`src/rtl/cms_pkg.sv`:
```
// Package with constants and types for the cipher mode switch controller.
package cms_pkg;
   // ==========================================
   // Handshake timing, in frames
   // ==========================================
   localparam int CMS_REQ_TRIES = 5;
   localparam int CMS_CONF_LAST_OFS = 11;
   localparam logic [3:0] CMS_CNT_ZERO = 4'h0;
   localparam logic [3:0] CMS_CNT_ONE = 4'h1;
   // ==========================================
   // Keystream segment layout
   // ==========================================
   localparam int CMS_A_TAIL_BITS = 40;
   localparam int CMS_SUB_DATA_BITS = 64;
   localparam int CMS_SUB_CHECK_BITS = 16;
   localparam int CMS_SUB_BITS = CMS_SUB_DATA_BITS + CMS_SUB_CHECK_BITS;
   localparam int CMS_J_LONG = 672;
   localparam int CMS_J_DEFAULT = 672;
   // ==========================================
   // Types
   // ==========================================
   typedef enum logic [1:0] {
      CMS_FMT_UNPROT,
      CMS_FMT_MULTI,
      CMS_FMT_CODED
   } cms_fmt_type;
   typedef enum logic [1:0] {
      CMS_MSG_NONE,
      CMS_MSG_HALT_REQ,
      CMS_MSG_HALT_CONFIRM,
      CMS_MSG_HALT_GRANT
   } cms_msg_type;
   typedef struct packed {
      logic strobe;
      logic [3:0] frame_num_low;
      cms_msg_type msg;
   } cms_frame_type;
endpackage

```
`src/rtl/cms_frame_track.sv`:
```
// Frame parity tracker and handshake frame counter.
`timescale 1ns/1ps
module cms_frame_track
   import cms_pkg::*;
(
   // Clock and reset
   input wire logic i_clk,
   input wire logic i_rst,
   // Frame tick and control
   input wire logic i_frame_tick,
   input wire logic i_frame_odd,
   input wire logic i_clear,
   // Status
   output logic o_even_tick,
   output logic o_odd_tick,
   output logic [3:0] o_count
);
   // ==========================================
   // Parity split and frame count
   // ==========================================
   assign o_even_tick = i_frame_tick & ~i_frame_odd;
   assign o_odd_tick = i_frame_tick & i_frame_odd;
   always_ff @(posedge i_clk) begin
      if (i_rst || i_clear) begin
         o_count <= CMS_CNT_ZERO;
      end else if (i_frame_tick && o_count != 4'hF) begin
         o_count <= o_count + CMS_CNT_ONE;
      end
   end
endmodule

```
`src/rtl/cms_ks_mask.sv`:
```
// Keystream bit mask for half-slot and long-slot formats.
`timescale 1ns/1ps
module cms_ks_mask
   import cms_pkg::*;
#(
   parameter int J_BITS = CMS_J_DEFAULT
)(
   // Format selection
   input wire logic [1:0] i_fmt,
   input wire logic i_tail_is_ct,
   input wire logic i_padding,
   input wire logic [9:0] i_coded_bits,
   // Mask over the segment, bit k set means keystream bit k is applied
   output logic [J_BITS+CMS_A_TAIL_BITS-1:0] o_mask
);
   localparam int SEG = J_BITS + CMS_A_TAIL_BITS;
   localparam int PAD_BITS = 4;
   if (J_BITS < CMS_SUB_BITS || J_BITS > 1000) begin : g_bad_size
      $error("cms_ks_mask: unsupported B-field size");
   end
   // The A-field tail is covered when i_tail_is_ct; multi-subfield format skips the first subfield's check bits and, at the long-slot size only, set padding.
   genvar k;
   generate
      for (k = 0; k < SEG; k++) begin : g_bit
         localparam int B = k - CMS_A_TAIL_BITS;
         localparam bit IS_CHECK = (B >= 0) &&
            ((B % CMS_SUB_BITS) >= CMS_SUB_DATA_BITS) && (B < CMS_SUB_BITS);
         localparam bit IS_PAD = (J_BITS == CMS_J_LONG) && (B >= J_BITS - PAD_BITS);
         if (k < CMS_A_TAIL_BITS) begin : g_tail
            assign o_mask[k] = i_tail_is_ct;
         end else begin : g_b
            assign o_mask[k] =
               (i_fmt == 2'(CMS_FMT_UNPROT)) ||
               (i_fmt == 2'(CMS_FMT_MULTI) && !IS_CHECK &&
                !(IS_PAD && i_padding)) ||
               (i_fmt == 2'(CMS_FMT_CODED) && 10'(B) < i_coded_bits);
         end
      end
   endgenerate
endmodule

```
`src/rtl/cms_ctrl.sv`:
```
// Cipher mode switch controller top for either radio end.
`timescale 1ns/1ps
module cms_ctrl
   import cms_pkg::*;
#(
   parameter int J_BITS = CMS_J_DEFAULT
)(
   // Clock and reset
   input wire logic i_clk,
   input wire logic i_rst,
   // Role and frame timing
   input wire logic i_is_fixed,
   input wire logic i_frame_tick,
   input wire logic i_frame_odd,
   input wire logic [23:0] i_frame_num,
   // Upper layer
   input wire logic i_mode_switch_request_primitive,
   input wire logic i_rekey,
   input wire logic i_new_bearer,
   input wire logic i_handover_second,
   input wire logic i_default_encryption,
   input wire logic i_start_accept,
   output logic o_mode_switch_confirm_primitive,
   output logic o_mode_switch_indication_primitive,
   output logic o_link_release_indication,
   output logic o_cipher_begin_request,
   // Peer messages
   input wire cms_msg_type i_rx_msg,
   output cms_msg_type o_tx_msg,
   output logic o_tx_msg_clear,
   // Data path control
   input wire logic [1:0] i_fmt,
   input wire logic i_tail_is_ct,
   input wire logic i_padding,
   input wire logic [9:0] i_coded_bits,
   output logic o_rx_decrypt,
   output logic o_tx_encrypt,
   output logic o_rx_discard,
   output logic o_bearer_encrypted,
   output logic o_conn2_encrypted,
   output logic o_ks_reinit,
   output logic [23:0] o_ks_iv,
   output logic [J_BITS+CMS_A_TAIL_BITS-1:0] o_ks_mask
);
   typedef enum logic [2:0] {
      CMS_ST_CIPHER,
      CMS_ST_REQ,
      CMS_ST_GRANT,
      CMS_ST_CONF,
      CMS_ST_CLEAR
   } cms_state_type;
   if (J_BITS < CMS_SUB_BITS) begin : g_bad_size
      $error("cms_ctrl: B-field too small");
   end
   cms_state_type state;
   logic even_tick;
   logic odd_tick;
   logic [3:0] count;
   logic clear_cnt;
   logic rx_halt_req;
   logic rx_confirm;
   logic rx_grant;
   logic rekey_pending;
   // ==========================================
   // Frame tracking
   // ==========================================
   assign rx_halt_req = i_frame_tick && i_rx_msg == CMS_MSG_HALT_REQ;
   assign rx_confirm = i_frame_tick && i_rx_msg == CMS_MSG_HALT_CONFIRM;
   assign rx_grant = i_frame_tick && i_rx_msg == CMS_MSG_HALT_GRANT;
   assign clear_cnt = (state == CMS_ST_CIPHER) || (state == CMS_ST_CLEAR) ||
      (state == CMS_ST_REQ && count == CMS_CNT_ZERO && odd_tick);
   cms_frame_track u_track (
      .i_clk(i_clk),
      .i_rst(i_rst),
      .i_frame_tick(i_frame_tick),
      .i_frame_odd(i_frame_odd),
      .i_clear(clear_cnt),
      .o_even_tick(even_tick),
      .o_odd_tick(odd_tick),
      .o_count(count)
   );
   // ==========================================
   // Handshake state machine
   // ==========================================
   // The count runs on every frame, so N sends span 2N frames up to the tick
   // that closes the window. The portable side holds it at zero until its
   // first even frame, so the window does not depend on the entry parity.
   always_ff @(posedge i_clk) begin
      if (i_rst) begin
         state <= CMS_ST_CIPHER;
      end else begin
         case (state)
            CMS_ST_CIPHER: begin
               if (i_is_fixed && rx_halt_req && !i_frame_odd) begin
                  state <= CMS_ST_CONF;
               end else if (!i_is_fixed && i_mode_switch_request_primitive) begin
                  state <= CMS_ST_REQ;
               end
            end
            CMS_ST_REQ: begin
               if (rx_confirm) begin
                  state <= CMS_ST_GRANT;
               end else if (even_tick && count >= 4'(2 * CMS_REQ_TRIES)) begin
                  state <= CMS_ST_CLEAR;
               end
            end
            CMS_ST_GRANT: begin
               if (even_tick) begin
                  state <= CMS_ST_CLEAR;
               end
            end
            CMS_ST_CONF: begin
               if (rx_grant) begin
                  state <= CMS_ST_CLEAR;
               end else if (even_tick && count >= 4'(CMS_CONF_LAST_OFS)) begin
                  state <= CMS_ST_CLEAR;
               end
            end
            CMS_ST_CLEAR: begin
               if (i_start_accept) begin
                  state <= CMS_ST_CIPHER;
               end
            end
            default: state <= CMS_ST_CIPHER;
         endcase
      end
   end
   // ==========================================
   // Upper layer events
   // ==========================================
   always_ff @(posedge i_clk) begin
      if (i_rst) begin
         o_mode_switch_confirm_primitive <= 1'b0;
         o_mode_switch_indication_primitive <= 1'b0;
         o_link_release_indication <= 1'b0;
      end else begin
         o_mode_switch_confirm_primitive <= state == CMS_ST_REQ && rx_confirm;
         o_mode_switch_indication_primitive <= state == CMS_ST_CONF && rx_grant;
         o_link_release_indication <=
            (state == CMS_ST_REQ && !rx_confirm && even_tick &&
             count >= 4'(2 * CMS_REQ_TRIES)) ||
            (state == CMS_ST_CONF && !rx_grant && even_tick &&
             count >= 4'(CMS_CONF_LAST_OFS));
      end
   end
   // Re-keying is remembered at the request and fires once the confirm lands.
   always_ff @(posedge i_clk) begin
      if (i_rst) begin
         rekey_pending <= 1'b0;
         o_cipher_begin_request <= 1'b0;
      end else begin
         if (state == CMS_ST_CIPHER && i_mode_switch_request_primitive) begin
            rekey_pending <= i_rekey;
         end else if (state == CMS_ST_REQ && rx_confirm) begin
            rekey_pending <= 1'b0;
         end
         o_cipher_begin_request <= rekey_pending && state == CMS_ST_REQ && rx_confirm;
      end
   end
   // ==========================================
   // Message transmit
   // ==========================================
   always_comb begin
      o_tx_msg = CMS_MSG_NONE;
      if (!i_is_fixed && even_tick) begin
         if (state == CMS_ST_REQ && count < 4'(2 * CMS_REQ_TRIES)) begin
            o_tx_msg = CMS_MSG_HALT_REQ;
         end else if (state == CMS_ST_GRANT) begin
            o_tx_msg = CMS_MSG_HALT_GRANT;
         end
      end else if (i_is_fixed && odd_tick && state == CMS_ST_CONF && !rx_grant) begin
         o_tx_msg = CMS_MSG_HALT_CONFIRM;
      end
   end
   assign o_tx_msg_clear = 1'b1;
   // ==========================================
   // Data path mode
   // ==========================================
   always_comb begin
      o_rx_decrypt = 1'b0;
      o_tx_encrypt = 1'b0;
      o_rx_discard = 1'b0;
      case (state)
         CMS_ST_CIPHER: begin
            o_rx_decrypt = 1'b1;
            o_tx_encrypt = 1'b1;
         end
         CMS_ST_REQ: begin
            o_rx_decrypt = !rx_confirm;
            o_tx_encrypt = 1'b1;
            o_rx_discard = !rx_confirm;
         end
         CMS_ST_GRANT: begin
            o_tx_encrypt = !even_tick;
         end
         CMS_ST_CONF: begin
            o_rx_decrypt = !rx_grant && count == CMS_CNT_ZERO;
            o_rx_discard = !rx_grant && count != CMS_CNT_ZERO;
         end
         CMS_ST_CLEAR: begin
         end
         default: begin
         end
      endcase
   end
   // New bearers copy the connection mode; handover leg two starts clear.
   always_ff @(posedge i_clk) begin
      if (i_rst) begin
         o_bearer_encrypted <= 1'b0;
         o_conn2_encrypted <= 1'b0;
      end else begin
         if (i_new_bearer) begin
            o_bearer_encrypted <= state != CMS_ST_CLEAR;
         end
         if (!i_handover_second) begin
            o_conn2_encrypted <= 1'b0;
         end else if (i_start_accept && (i_default_encryption || !i_is_fixed)) begin
            o_conn2_encrypted <= 1'b1;
         end
      end
   end
   // ==========================================
   // Keystream generator control
   // ==========================================
   // One shared IV feeds every bearer and both handover legs, so all use one pair.
   always_ff @(posedge i_clk) begin
      if (i_rst) begin
         o_ks_reinit <= 1'b0;
         o_ks_iv <= 24'h000000;
      end else begin
         o_ks_reinit <= i_frame_tick && state != CMS_ST_CLEAR;
         if (i_frame_tick) begin
            o_ks_iv <= i_frame_num;
         end
      end
   end
   cms_ks_mask #(
      .J_BITS(J_BITS)
   ) u_mask (
      .i_fmt(i_fmt),
      .i_tail_is_ct(i_tail_is_ct),
      .i_padding(i_padding),
      .i_coded_bits(i_coded_bits),
      .o_mask(o_ks_mask)
   );
   // ==========================================
   // Checks
   // ==========================================
   AST_PT_EVEN_ONLY: assert property (@(posedge i_clk) disable iff (i_rst)
      (!i_is_fixed && o_tx_msg != CMS_MSG_NONE) |-> !i_frame_odd)
      else $error("portable sent in odd frame");
   AST_FT_ODD_ONLY: assert property (@(posedge i_clk) disable iff (i_rst)
      (i_is_fixed && o_tx_msg != CMS_MSG_NONE) |-> i_frame_odd)
      else $error("fixed sent in even frame");
   AST_CONFIRM_REPORT: assert property (@(posedge i_clk) disable iff (i_rst)
      (state == CMS_ST_REQ && rx_confirm) |=> o_mode_switch_confirm_primitive)
      else $error("confirm not reported");
   AST_GRANT_REPORT: assert property (@(posedge i_clk) disable iff (i_rst)
      (state == CMS_ST_CONF && rx_grant) |=> o_mode_switch_indication_primitive
         && state == CMS_ST_CLEAR)
      else $error("grant not indicated");
   AST_DISCARD_REQ: assert property (@(posedge i_clk) disable iff (i_rst)
      (state == CMS_ST_REQ && !rx_confirm) |-> o_rx_discard)
      else $error("data not discarded");
   AST_STOP_DECRYPT: assert property (@(posedge i_clk) disable iff (i_rst)
      (state == CMS_ST_REQ && rx_confirm) |-> !o_rx_decrypt ##1 state == CMS_ST_GRANT)
      else $error("decrypt not stopped on confirm");
   AST_GRANT_SENT: assert property (@(posedge i_clk) disable iff (i_rst)
      (state == CMS_ST_GRANT && even_tick) |-> o_tx_msg == CMS_MSG_HALT_GRANT
         && !o_tx_encrypt)
      else $error("grant frame wrong");
   AST_RELEASE_PULSE: assert property (@(posedge i_clk) disable iff (i_rst)
      o_link_release_indication |-> state == CMS_ST_CLEAR && !$past(rx_confirm)
         && !$past(rx_grant))
      else $error("release without timeout");
   AST_FT_CLEAR_TX: assert property (@(posedge i_clk) disable iff (i_rst)
      (i_is_fixed && state == CMS_ST_CONF) |-> !o_tx_encrypt)
      else $error("fixed still encrypting");
endmodule

```
`config.mk`:
```
export PLATFORM = sky130hd
export DESIGN_NAME = cms_ctrl
export DESIGN_NICKNAME = d
export VERILOG_FILES = /design/src/rtl/cms_pkg.sv /design/src/rtl/cms_frame_track.sv /design/src/rtl/cms_ks_mask.sv /design/src/rtl/cms_ctrl.sv
export SDC_FILE = /design/constraint.sdc
export NUM_CORES = 1
export LEC_CHECK = 0
export BUFFER_PORTS_ARGS = -buffer_cell sky130_fd_sc_hd__buf_2
export CAP_MARGIN = 20
export CORE_AREA = 2 2 309 311
export CTS_CLUSTER_DIAMETER = 120
export DETAILED_ROUTE_END_ITERATION = 16
export DIE_AREA = 0 0 311 313
export GPL_TIMING_DRIVEN = 0
export PLACE_DENSITY = 0.39
export SLEW_MARGIN = 25
export SYNTH_ARGS = -nofsm -noshare
export SYNTH_HDL_FRONTEND = slang
export SYNTH_HIERARCHICAL = 1
export SYNTH_SLANG_ARGS = --single-unit
```
`constraint.sdc`:
```
create_clock -name i_clk -period 3.6 [get_ports i_clk]
set_clock_uncertainty 0.1 [all_clocks]
set_input_delay 0.36 -clock i_clk [delete_from_list [all_inputs] [get_ports i_clk]]
set_output_delay 0.36 -clock i_clk [all_outputs]
set_load 0.01 [all_outputs]
```
==> reports/results.txt, run 1 <==
RD Place Congestion: 0.930
Die Area: 0.0973 mm^2
Min-Delay Startpoint: i_new_bearer
mapped cell area: 0.00803 mm^2
share of the synthesized area in the top cell type: 32.3%
CP peak stage delay: 0.72 ns
hold depth: 2
P_leak: 6.39 nW
layout overhead on the synthesized area: 75.2%
Post-Synthesis Cells: 1388
Worst-path clk slew: 0.06 ns
CTS root buffer: clkbuf_16
r2r endpoint: u_track/o_count[3]$_SDFFE_PP0P_
EDFF count, synth: 0
Worst Path Class, Setup: input pin to output pin
clk buf depth: 2
Boundary Pins: 800
syn_nets: 1440
WP buf/inv: 4
final setup fails: 0
maximum net fanout on the critical path: 10
largest net degree at the start of global routing: 41
Mean Syn Cell Area: 5.79 um^2
PnR Total Power: 3.42 mW
Yosys warning count: 6
Hold/Removal Path Class: input pin to register
fin crit period: 3.60 ns
register area share after synthesis: 9.72%
Slew Viols, Final: 0
CTS tree: yes
Buffers on Ports: 794
htree depth: 2
status: finished, final reports clean
Maximum Capacitance Violations: 0
Finished Layout Cells: 3473
Core ar.: 0.0942 mm^2
Worst-Skew Late Latency: 0.31 ns
placed instance count: 3458
Sink Count: 39
vias: 14500
final setup TNS: 0 ns
CP dominant cell by count: buf_2
CP endpoint kind: output pin
final core occ: 14.9%
die width: 311 um
relative slew slack: 24.8%
Peak VDD IR: 0.000216 V
top cells by area, synth: a21oi_1 (32%), dfxtp_1 (9.7%), inv_1 (7.5%), buf_4 (5.8%), o21ai_0 (4.7%)
initial antenna violation count: 10
unrepaired setup endpoints after global routing: no
cells on worst reg2reg path: 6
slew at the pin closest to its max-slew limit: 1.12 ns
reg2reg setup slack: 1.72 ns
largest area contributor in the netlist: a21oi_1
CP top delay family: simple AND/OR/NAND/NOR gates
layout cells sized above 1: 48.6%
hold buffers post-CTS: 0
pwr/cell area: 243 mW/mm^2
post-synthesis cell type count: 77
Setup Slack @ Placement: -0.624 ns
Max Clock Freq: 278 MHz
synthesized flop and latch total: 39
standard-cell row count: 113
initial core utilization: 8.53%
antenna viol nets, final: 0
Final WS setup: 0.000343 ns
first-pass GRT wire length: 136000 um
drt drc: 0
Routed Wire Length: 106000 um
Setup Fix Bufs, Post-CTS: 0
Hold Fails Final Rpt: 0
drt initial violations: 1210
GRT Residual Overflow: 0
Post-DP HPWL: 88700 um
CP required: 3.14 ns
Arrival @ worst endpoint: 3.14 ns
DR WL/cell: 30.6 um
drt via density: 4.17
critical-path cell list: buf_2 > nor2_4 > nand2_1 > buf_2 > nor2_2 > buf_4 > a21oi_1 > buf_2
Die Height: 313 um
cts bufs inserted: 5
hold path endpoint: o_bearer_encrypted$_SDFFE_PP0P_
Synth Flop Type: dfxtp_1
ys async rst share: 0%
Global Route Usage Sum: 20.6%
number of global-route vias before repair: 13700
crit path launch type: input pin
fin nets: 2252
most frequent cell after synthesis: a21oi_1
commonest cells in the netlist: a21oi_1 (519), inv_1 (161), nor2_1 (93)
period utilization: 100%
CP max-delay cell: nor2_2
first-pass iteration count of the detailed router: 6
r2r startpoint: u_track/o_count[1]$_SDFFE_PP0P_
metrics by stage:
stage	area [um^2]	hold slack, ns
final	14100	0.161
after global routing	14100	0.163
after CTS	14100	0.152
after detailed placement	13800	0.372
after global placement	13600	0.368
after floorplan	8030	0.329
what timing repair did:
item                       in CTS  in global routing
gates cloned                    0                  0
resized for setup               3                  1
setup endpoints to repair     145                  6
layout make-up:
class	instances	area (um^2)
clock buffer	5	125
timing repair buffer	805	4100
inverter	166	627
clock inverter	3	67.6
tap	1265	1580
multi-input combinational	1006	5690
sequential	39	781
fill	11300	80100
buffer	177	1080
antenna	7	17.5
worst max path at each step:
stage / start / endpoint / slack [ns] / depth (start not counted)
floorplan: i_coded_bits[9] / o_ks_mask[316] / 1.50 / 6
global placement: i_coded_bits[0] / o_ks_mask[48] / -1.24 / 8
detailed placement: i_coded_bits[1] / o_ks_mask[272] / -0.62 / 8
CTS: i_coded_bits[0] / o_ks_mask[80] / 0.06 / 8
global route: i_coded_bits[4] / o_ks_mask[282] / 0.03 / 8
finish: i_coded_bits[0] / o_ks_mask[80] / 0.0003 / 8
sequential cells by signal, summed over array words and instances, names as in the netlist:
signal,flops
o_ks_iv,24
u_track/o_count,4
state,3
o_bearer_encrypted,1
o_cipher_begin_request,1
o_conn2_encrypted,1
o_ks_reinit,1
o_link_release_indication,1
o_mode_switch_confirm_primitive,1
o_mode_switch_indication_primitive,1
rekey_pending,1
layer usage:
layer | track usage [%] | part of all wire (%) | wire [um] | vias up
met2 | 36.2 | 49 | 51900 | 926
met1 | 23.6 | 38 | 40400 | 7020
met4 | 6.77 | 3.4 | 3630 | 6
met3 | 6.54 | 9.8 | 10400 | 144
li1 | - | - | - | 6388
met5 | 0 | 0.032 | 34 | -
placed cells by master (no fill, tap or decap), drive strengths merged, types with 5 or more instances in the layout:
| cell type | instances |
|---|---|
| buf | 944 |
| a21oi | 533 |
| inv | 165 |
| o21ai | 129 |
| nor2 | 109 |
| nand2 | 44 |
| clkbuf | 43 |
| dfxtp | 39 |
| mux2i | 24 |
| nor3 | 19 |
| nand3 | 14 |
| nand2b | 14 |
| and3 | 9 |
| a31oi | 8 |
| and2 | 8 |
| diode | 7 |
| or2 | 7 |
| nor3b | 6 |
| a21boi | 6 |
| nor2b | 5 |
| nand3b | 5 |
| o21a | 5 |
| a21o | 5 |
power by group:
part           internal, mW  switching [mW]
Sequential            0.457          0.0172
Clock                 0.398           0.209
Combinational         0.744            1.60
Total                  1.60            1.82
cell families (layout without fill, tap and decap cells):
kind of cell	Yosys count	in the layout	share of synthesized area [%]
other	1	8	0.0467
adders and majority gates	1	1	0.156
buffers and inverters	343	1156	21.0
AOI/OAI and AO/OA	710	710	47.6
muxes	25	25	3.13
DFF	39	39	9.72
and+or+nand+nor	269	269	18.3
worst reg2reg max path, cell delays in order (launching register included):
cell and delay (ns):
dfxtp_1 0.38, nor4_1 0.55, nand3b_1 0.13, a21oi_1 0.26, nor2_1 0.14, o211ai_1 0.11
o41ai_1 0.10
No activity file was read; power rests on OpenSTA's default activity.
==> run 2, diff against run 1 <==
Settings changed: RECOVER_POWER from default to 50.
==> run 2 against run 1 <==
Net effect:
- the run now ends with capacitance limit, slew limit, setup timing left
- largest power group unchanged
- die area unchanged
- fmax down 1.3%
- sequential share of layout area up 0.18 points
- core utilization down 0.47 points
- clock-buffer cell count unchanged
- highest routed layer unchanged
- worst setup slack worse by 0.046 ns
- first-iteration DRC count down 7.0%
- clock power about the same
- wire length up 0.13%
- sequential power about the same
==> reports/results.txt, run 2 (same netlist as run 1, synthesis figures left out) <==
status: complete, but fails checks
failing checks: capacitance limit, slew limit, setup timing
Flop pwr share: 14.1% (+0.2 points)
standard-cell row count: 113 (unchanged)
final core occ: 14.5% (-0.47 points)
clk buf depth: 2 (unchanged)
drt drc: 0 (unchanged)
crit path launch type: input pin
htree depth: 2 (unchanged)
unrepaired setup endpoints after global routing: no
Top reg by flops: o_ks_iv
Worst Path Class, Setup: input pin to output pin
drt initial violations: 1125 (-7.0%)
hold buffers post-CTS: 0 (unchanged)
largest net degree at the start of global routing: 41 (unchanged)
period utilization: 101% (+1.3 points)
Peak VDD IR: 0.000215 V (-0.51%)
Post-DP HPWL: 88700 um (unchanged)
Max Clock Freq: 274 MHz (-1.3%)
Arrival @ worst endpoint: 3.19 ns (+0.05 ns)
initial antenna violation count: 10 (unchanged)
final setup fails: 5 (+5)
CP required: 3.14 ns (about the same)
layout cells sized above 1: 35.0% (-14 points)
Die Height: 313 um (unchanged)
placed instance count: 3458 (unchanged)
initial core utilization: 8.53% (unchanged)
WHS: 0.161 ns (-0.000407 ns)
die width: 311 um (unchanged)
most common cell after layout, fill and taps aside: buf_2
vias: 14500 (+0.041%)
Core ar.: 0.0942 mm^2 (unchanged)
RD Place Congestion: 0.930 (unchanged)
post-CTS sizing: 3 (unchanged)
slew at the pin closest to its max-slew limit: 1.55 ns (+0.436 ns)
Boundary Pins: 800 (unchanged)
fin nets: 2252 (unchanged)
Setup Fix Bufs, Post-CTS: 0 (unchanged)
Slew Viols, Final: 5 (+5)
first-pass iteration count of the detailed router: 6 (unchanged)
pwr/cell area: 247 mW/mm^2 (+1.5%)
Logic pwr share: 67.8% (-0.6 points)
Maximum Capacitance Violations: 1 (+1)
Global Route Usage Sum: 20.6% (unchanged)
Hold/Removal Path Class: input pin to register
Sw Ratio: 54.3% (+1.0 points)
antenna viol nets, final: 0 (unchanged)
maximum net fanout on the critical path: 10 (unchanged)
CP endpoint kind: output pin
Final WS setup: -0.0454 ns (-0.0457 ns)
drt via density: 4.17 (about the same)
Clock power frac: 18.1% (+0.4 points)
cts bufs inserted: 5 (unchanged)
CTS tree: yes
relative slew slack: -4.55% (-29 points)
CTS root buffer: clkbuf_16
max FFs per register: 24 (unchanged)
commonest non-fill, non-tap cells in the layout: buf_2 (586), a21oi_1 (527), clkbuf_1 (300), inv_1 (164), o21ai_0 (106)
total internal power: 1.54 mW (-3.8%)
final setup TNS: -0.128 ns (-0.128 ns)
fin crit period: 3.65 ns (+0.0457 ns)
first-pass GRT wire length: 136000 um (unchanged)
Worst-Skew Late Latency: 0.31 ns (about the same)
Finished Layout Cells: 3476 (+0.086%)
P_sw: 1.83 mW (+0.19%)
Sink Count: 39 (unchanged)
DR WL/cell: 30.6 um (about the same)
GRT Residual Overflow: 0 (unchanged)
P_leak: 5.66 nW (-11%)
layout overhead on the synthesized area: 69.7%
number of global-route vias before repair: 13700 (unchanged)
Routed Wire Length: 106000 um (+0.13%)
Die Area: 0.0973 mm^2 (unchanged)
Worst-path clk slew: 0.06 ns (about the same)
Hold Fails Final Rpt: 0 (unchanged)
Buffers on Ports: 794 (unchanged)
Regs by FF count: o_ks_iv: 24 flops, u_track/o_count: 4 flops, state: 3 flops
[run 2: cell count changes in the layout (fill, tap and decap cells not counted), sizes merged]
cell | before | now
buf | 944 | 667
clkbuf | 43 | 320
diode | 7 | 10
[run 2: cell type report]
cell class	count	area (um^2)
antenna	10	25.0
buffer	177	1050
clock buffer	5	125
clock inverter	3	67.6
fill	11500	80500
inverter	166	627
multi-input combinational	1006	5600
sequential	39	781
tap	1265	1580
timing repair buffer	805	3780
[run 2: stage by stage]
stage	power, mW	setup slack, ns	area, um^2
after CTS	3.45	0.0552	14100
after global routing	3.53	0.0178	13600
after floorplan	1.58	1.50	8030
after global placement	2.82	-1.24	13600
after detailed placement	2.83	-0.624	13800
final	3.36	-0.0454	13600
[run 2: power by group through the flow]
| stage | Combinational (mW) | Sequential, mW | Clock [mW] |
|---|---|---|---|
| detailed placement | 2.34 | 0.482 | 0 |
| finish | 2.28 | 0.475 | 0.607 |
| CTS | 2.35 | 0.474 | 0.621 |
| floorplan | 1.09 | 0.488 | 0 |
| global placement | 2.33 | 0.484 | 0 |
| global route | 2.42 | 0.479 | 0.629 |
[run 2: worst paths after layout]
path                                    from                               to  slack (ns)  depth (start not counted)
hold reg to reg   rekey_pending$_SDFFE_PP0P_       rekey_pending$_SDFFE_PP0P_        0.38                          2
setup / recovery             i_coded_bits[9]                    o_ks_mask[49]       -0.05                          9
hold / removal                  i_new_bearer  o_bearer_encrypted$_SDFFE_PP0P_        0.16                          2
setup reg to reg       state[0]$_SDFFE_PP0P_            state[2]$_SDFFE_PP0P_        1.64                          4
[run 2: layer usage]
layer  vias to the layer above  GRT usage, %  wire length [um]
met2                       937          36.2             51600
met3                       131          6.54             10400
met5                         -             0                34
met1                      7018          23.6             40600
met4                         6          6.77              3840
li1                       6398             -                 -
[run 2: worst max-delay path, stage by stage]
cell	delay, ns
buf_2	0.11
buf_4	0.17
buf_4	0.17
nor2_1	0.46
nand2_1	0.37
nor2_2	0.72
buf_2	0.48
a21oi_1	0.14
buf_2	0.18
==> run 3, diff against run 2 <==
Settings changed: ABC_AREA from default to 1, CORE_AREA 2 2 309 311 to 2 2 307 309, DIE_AREA 0 0 311 313 to 0 0 309 311, PLACE_DENSITY 0.39 to 0.4, SLEW_MARGIN 25 to 20, SYNTH_HIERARCHICAL 1 to default.
==> run 3 against run 2 <==
Net effect:
- hold slack gained 0.030 ns
- clock-buffer cell count unchanged
- fmax up 1.2%
- synthesized cell count up 25%
- clock power shrank 13%
- first-iteration DRC count rose by 5.8%
- largest cell class unchanged
- non-clock buffer count is 54 lower
- the run ends with setup timing left
- largest power group unchanged
- sequential cell count unchanged
- final area grew 2.8%
==> reports/results.txt, run 3 <==
status: complete, but fails checks
failing checks: setup timing
Yosys warning count: 0 (-6)
drt initial violations: 1190 (+5.8%)
CP endpoint kind: output pin
CP max-delay cell: a21oi_1
Maximum Capacitance Violations: 0 (-1)
maximum net fanout on the critical path: 10 (unchanged)
die width: 309 um (-0.64%)
slew at the pin closest to its max-slew limit: 1.07 ns (-0.482 ns)
Post-DP HPWL: 94300 um (+6.3%)
max FFs per register: 24 (unchanged)
htree depth: 2 (unchanged)
cells on worst reg2reg path: 9 (+5)
CTS root buffer: clkbuf_16
commonest cells in the netlist: a21oi_1 (359), nor2_1 (322), inv_1 (310)
first-pass GRT wire length: 146000 um (+7.8%)
Clock power frac: 15.0% (-3.1 points)
Regs by FF count: o_ks_iv: 24 flops, u_track.o_count: 4 flops, state: 3 flops
Peak VDD IR: 0.000165 V (-23%)
fin crit period: 3.60 ns (-0.0428 ns)
CTS tree: yes
critical-path cell list: buf_2 > nor2_4 > nand2_1 > clkinvlp_4 > nand2_1 > a21oi_1 > o21ai_0 > buf_2
share of the synthesized area in the top cell type: 21.3% (-11 points)
Die Area: 0.0961 mm^2 (-1.3%)
Hold Fails Final Rpt: 0 (unchanged)
period utilization: 100% (-1.2 points)
Mean Syn Cell Area: 4.84 um^2 (-16%)
Routed Wire Length: 115000 um (+8.1%)
post-synthesis cell type count: 38 (-51%)
EDFF count, synth: 0 (unchanged)
vias: 16000 (+10%)
Arrival @ worst endpoint: 3.14 ns (-0.05 ns)
initial antenna violation count: 14 (+4)
hold path endpoint: o_ks_iv[17]$_SDFFE_PP0P_
initial core utilization: 9.09% (+0.56 points)
placed cell areas: 0.0141 mm^2 (+1.5%)
Synth Flop Type: dfxtp_1
unrepaired setup endpoints after global routing: yes
Min-Delay Startpoint: i_frame_num[17]
first-pass iteration count of the detailed router: 7 (+1)
standard-cell row count: 112 (-0.88%)
clk buf depth: 2 (unchanged)
DR WL/cell: 30.2 um (-1.3%)
top cells by area, synth: a21oi_1 (21%), nor2_1 (14%), inv_1 (14%), nand2_1 (10%), o21ai_0 (9.7%)
Setup crit start: i_coded_bits[4]
final setup fails: 1 (-4)
drt via density: 4.19 (+0.51%)
commonest non-fill, non-tap cells in the layout: buf_2 (564), a21oi_1 (356), nor2_1 (315), inv_1 (312), clkbuf_1 (295)
Worst-path clk slew: 0.06 ns (about the same)
Die Height: 311 um (-0.64%)
CP peak stage delay: 0.58 ns (-0.14 ns)
total internal power: 1.47 mW (-4.7%)
r2r endpoint: state[0]$_SDFFE_PP0P_
Sw Ratio: 58.3% (+4.0 points)
P_leak: 6.61 nW (+17%)
Final WS setup: -0.00257 ns (+0.0428 ns)
RD Place Congestion: 0.904 (-2.8%)
Post-Synthesis Cells: 1741 (+25%)
most frequent cell after synthesis: a21oi_1
synthesized flop and latch total: 39 (unchanged)
GRT Residual Overflow: 0 (unchanged)
relative slew slack: 27.9% (+32 points)
number of global-route vias before repair: 15000 (+9.2%)
hold depth: 3 (+1)
drt drc: 0 (unchanged)
Boundary Pins: 800 (unchanged)
CP required: 3.14 ns (about the same)
ys async rst share: 0% (unchanged)
Global Route Usage Sum: 22.7% (+2.1 points)
syn_nets: 1795 (+25%)
Max Clock Freq: 278 MHz (+1.2%)
layout cells sized above 1: 27.5% (-7.5 points)
Sink Count: 39 (unchanged)
antenna viol nets, final: 0 (unchanged)
Core ar.: 0.0928 mm^2 (-1.5%)
WHS: 0.191 ns (+0.0302 ns)
Logic pwr share: 70.5% (+2.7 points)
crit path launch type: input pin
mapped cell area: 0.00843 mm^2 (+4.9%)
layout overhead on the synthesized area: 66.3%
Buffers on Ports: 793 (-0.13%)
Flop pwr share: 14.4% (+0.3 points)
largest net degree at the start of global routing: 41 (unchanged)
pwr/cell area: 250 mW/mm^2 (+1.5%)
Worst-Skew Late Latency: 0.30 ns (about the same)
reg2reg setup slack: 2.02 ns (+0.38 ns)
Hold/Removal Path Class: input pin to register
largest area contributor in the netlist: a21oi_1
r2r startpoint: state[0]$_SDFFE_PP0P_
most common cell after layout, fill and taps aside: buf_2
fin nets: 2602 (+16%)
P_sw: 2.05 mW (+12%)
Slew Viols, Final: 0 (-5)
Worst Path Class, Setup: input pin to output pin
cts bufs inserted: 5 (unchanged)
Final Cell Area: 0.0140 mm^2 (+2.8%)
register area share after synthesis: 9.26% (-0.46 points)
Top reg by flops: o_ks_iv
-- run 3: changes by cell type after synthesis, sizes merged, moves of 10 or more --
| cell | before | now |
|---|---|---|
| nand2b | 14 | 0 |
| mux2i | 24 | 0 |
| a21oi | 533 | 361 |
| buf | 139 | 76 |
| clkbuf | 38 | 52 |
| inv | 166 | 332 |
| o21ai | 129 | 220 |
| nand3 | 14 | 24 |
| nand2 | 44 | 238 |
| nor2 | 109 | 336 |
-- run 3: layer usage --
layer	wire, um	track usage, %	vias up
met5	25	0	-
met4	4000	7.09	4
met3	8360	4.43	128
met2	54700	39.2	928
met1	48000	28.0	7767
li1	-	-	7123
-- run 3: area by class of cell --
| cell class | instances | area, um^2 |
|---|---|---|
| antenna | 4 | 10.0 |
| buffer | 128 | 691 |
| clock buffer | 5 | 125 |
| clock inverter | 3 | 43.8 |
| fill | 11400 | 78700 |
| inverter | 334 | 1260 |
| multi-input combinational | 1240 | 5800 |
| sequential | 39 | 781 |
| tap | 1254 | 1570 |
| timing repair buffer | 800 | 3740 |
-- run 3: cell families after synthesis --
logic type	synth area share [%]
adders and majority gates	0.445
and+or+nand+nor	29.4
xor gates and xnor gates	0.104
AOI/OAI and AO/OA	37.8
buffers and inverters	22.9
other	0.0445
DFF	9.26
-- run 3: what timing repair did --
item	in CTS	in global routing
gates resized for setup	20	6
buffers inserted	3	0
hold buffers	0	0
setup endpoints to repair	114	13
-- run 3: metrics by stage --
stage | power, mW | util, % | cells | TNS, ns | setup slack, ns
CTS | 3.61 | 15.4 | 3802 | -0.143 | -0.0774
finish | 3.51 | 15.1 | 3807 | -0.00257 | -0.00257
floorplan | 1.66 | - | 1741 | 0 | 1.48
detailed placement | 3.06 | 15.2 | 3791 | -17.39 | -0.711
global route | 3.73 | 15.1 | 3803 | -0.0623 | -0.0216
global placement | 3.06 | 15.1 | 3788 | -102.73 | -1.01
-- run 3: worst max-delay path by stage --
stage / cells past startpoint / endpoint
after floorplan: 9 / o_ks_mask[672]
after global placement: 7 / o_ks_mask[369]
after detailed placement: 9 / o_ks_mask[272]
after CTS: 11 / o_ks_mask[401]
after global routing: 11 / o_ks_mask[405]
final: 8 / o_ks_mask[173]
-- run 3: worst max-delay path: cells and delay by family --
kind            cells  cell delay, ns
compound gates      2            0.80
simple gates        3            1.01
buf+inv             3            0.94
-- run 3: power groups by stage --
stage	Sequential, mW	Combinational (mW)	Clock, mW
after global routing	0.514	2.66	0.554
after global placement	0.515	2.54	0
final	0.507	2.48	0.528
after floorplan	0.517	1.14	0
after CTS	0.506	2.56	0.546
after detailed placement	0.515	2.54	0
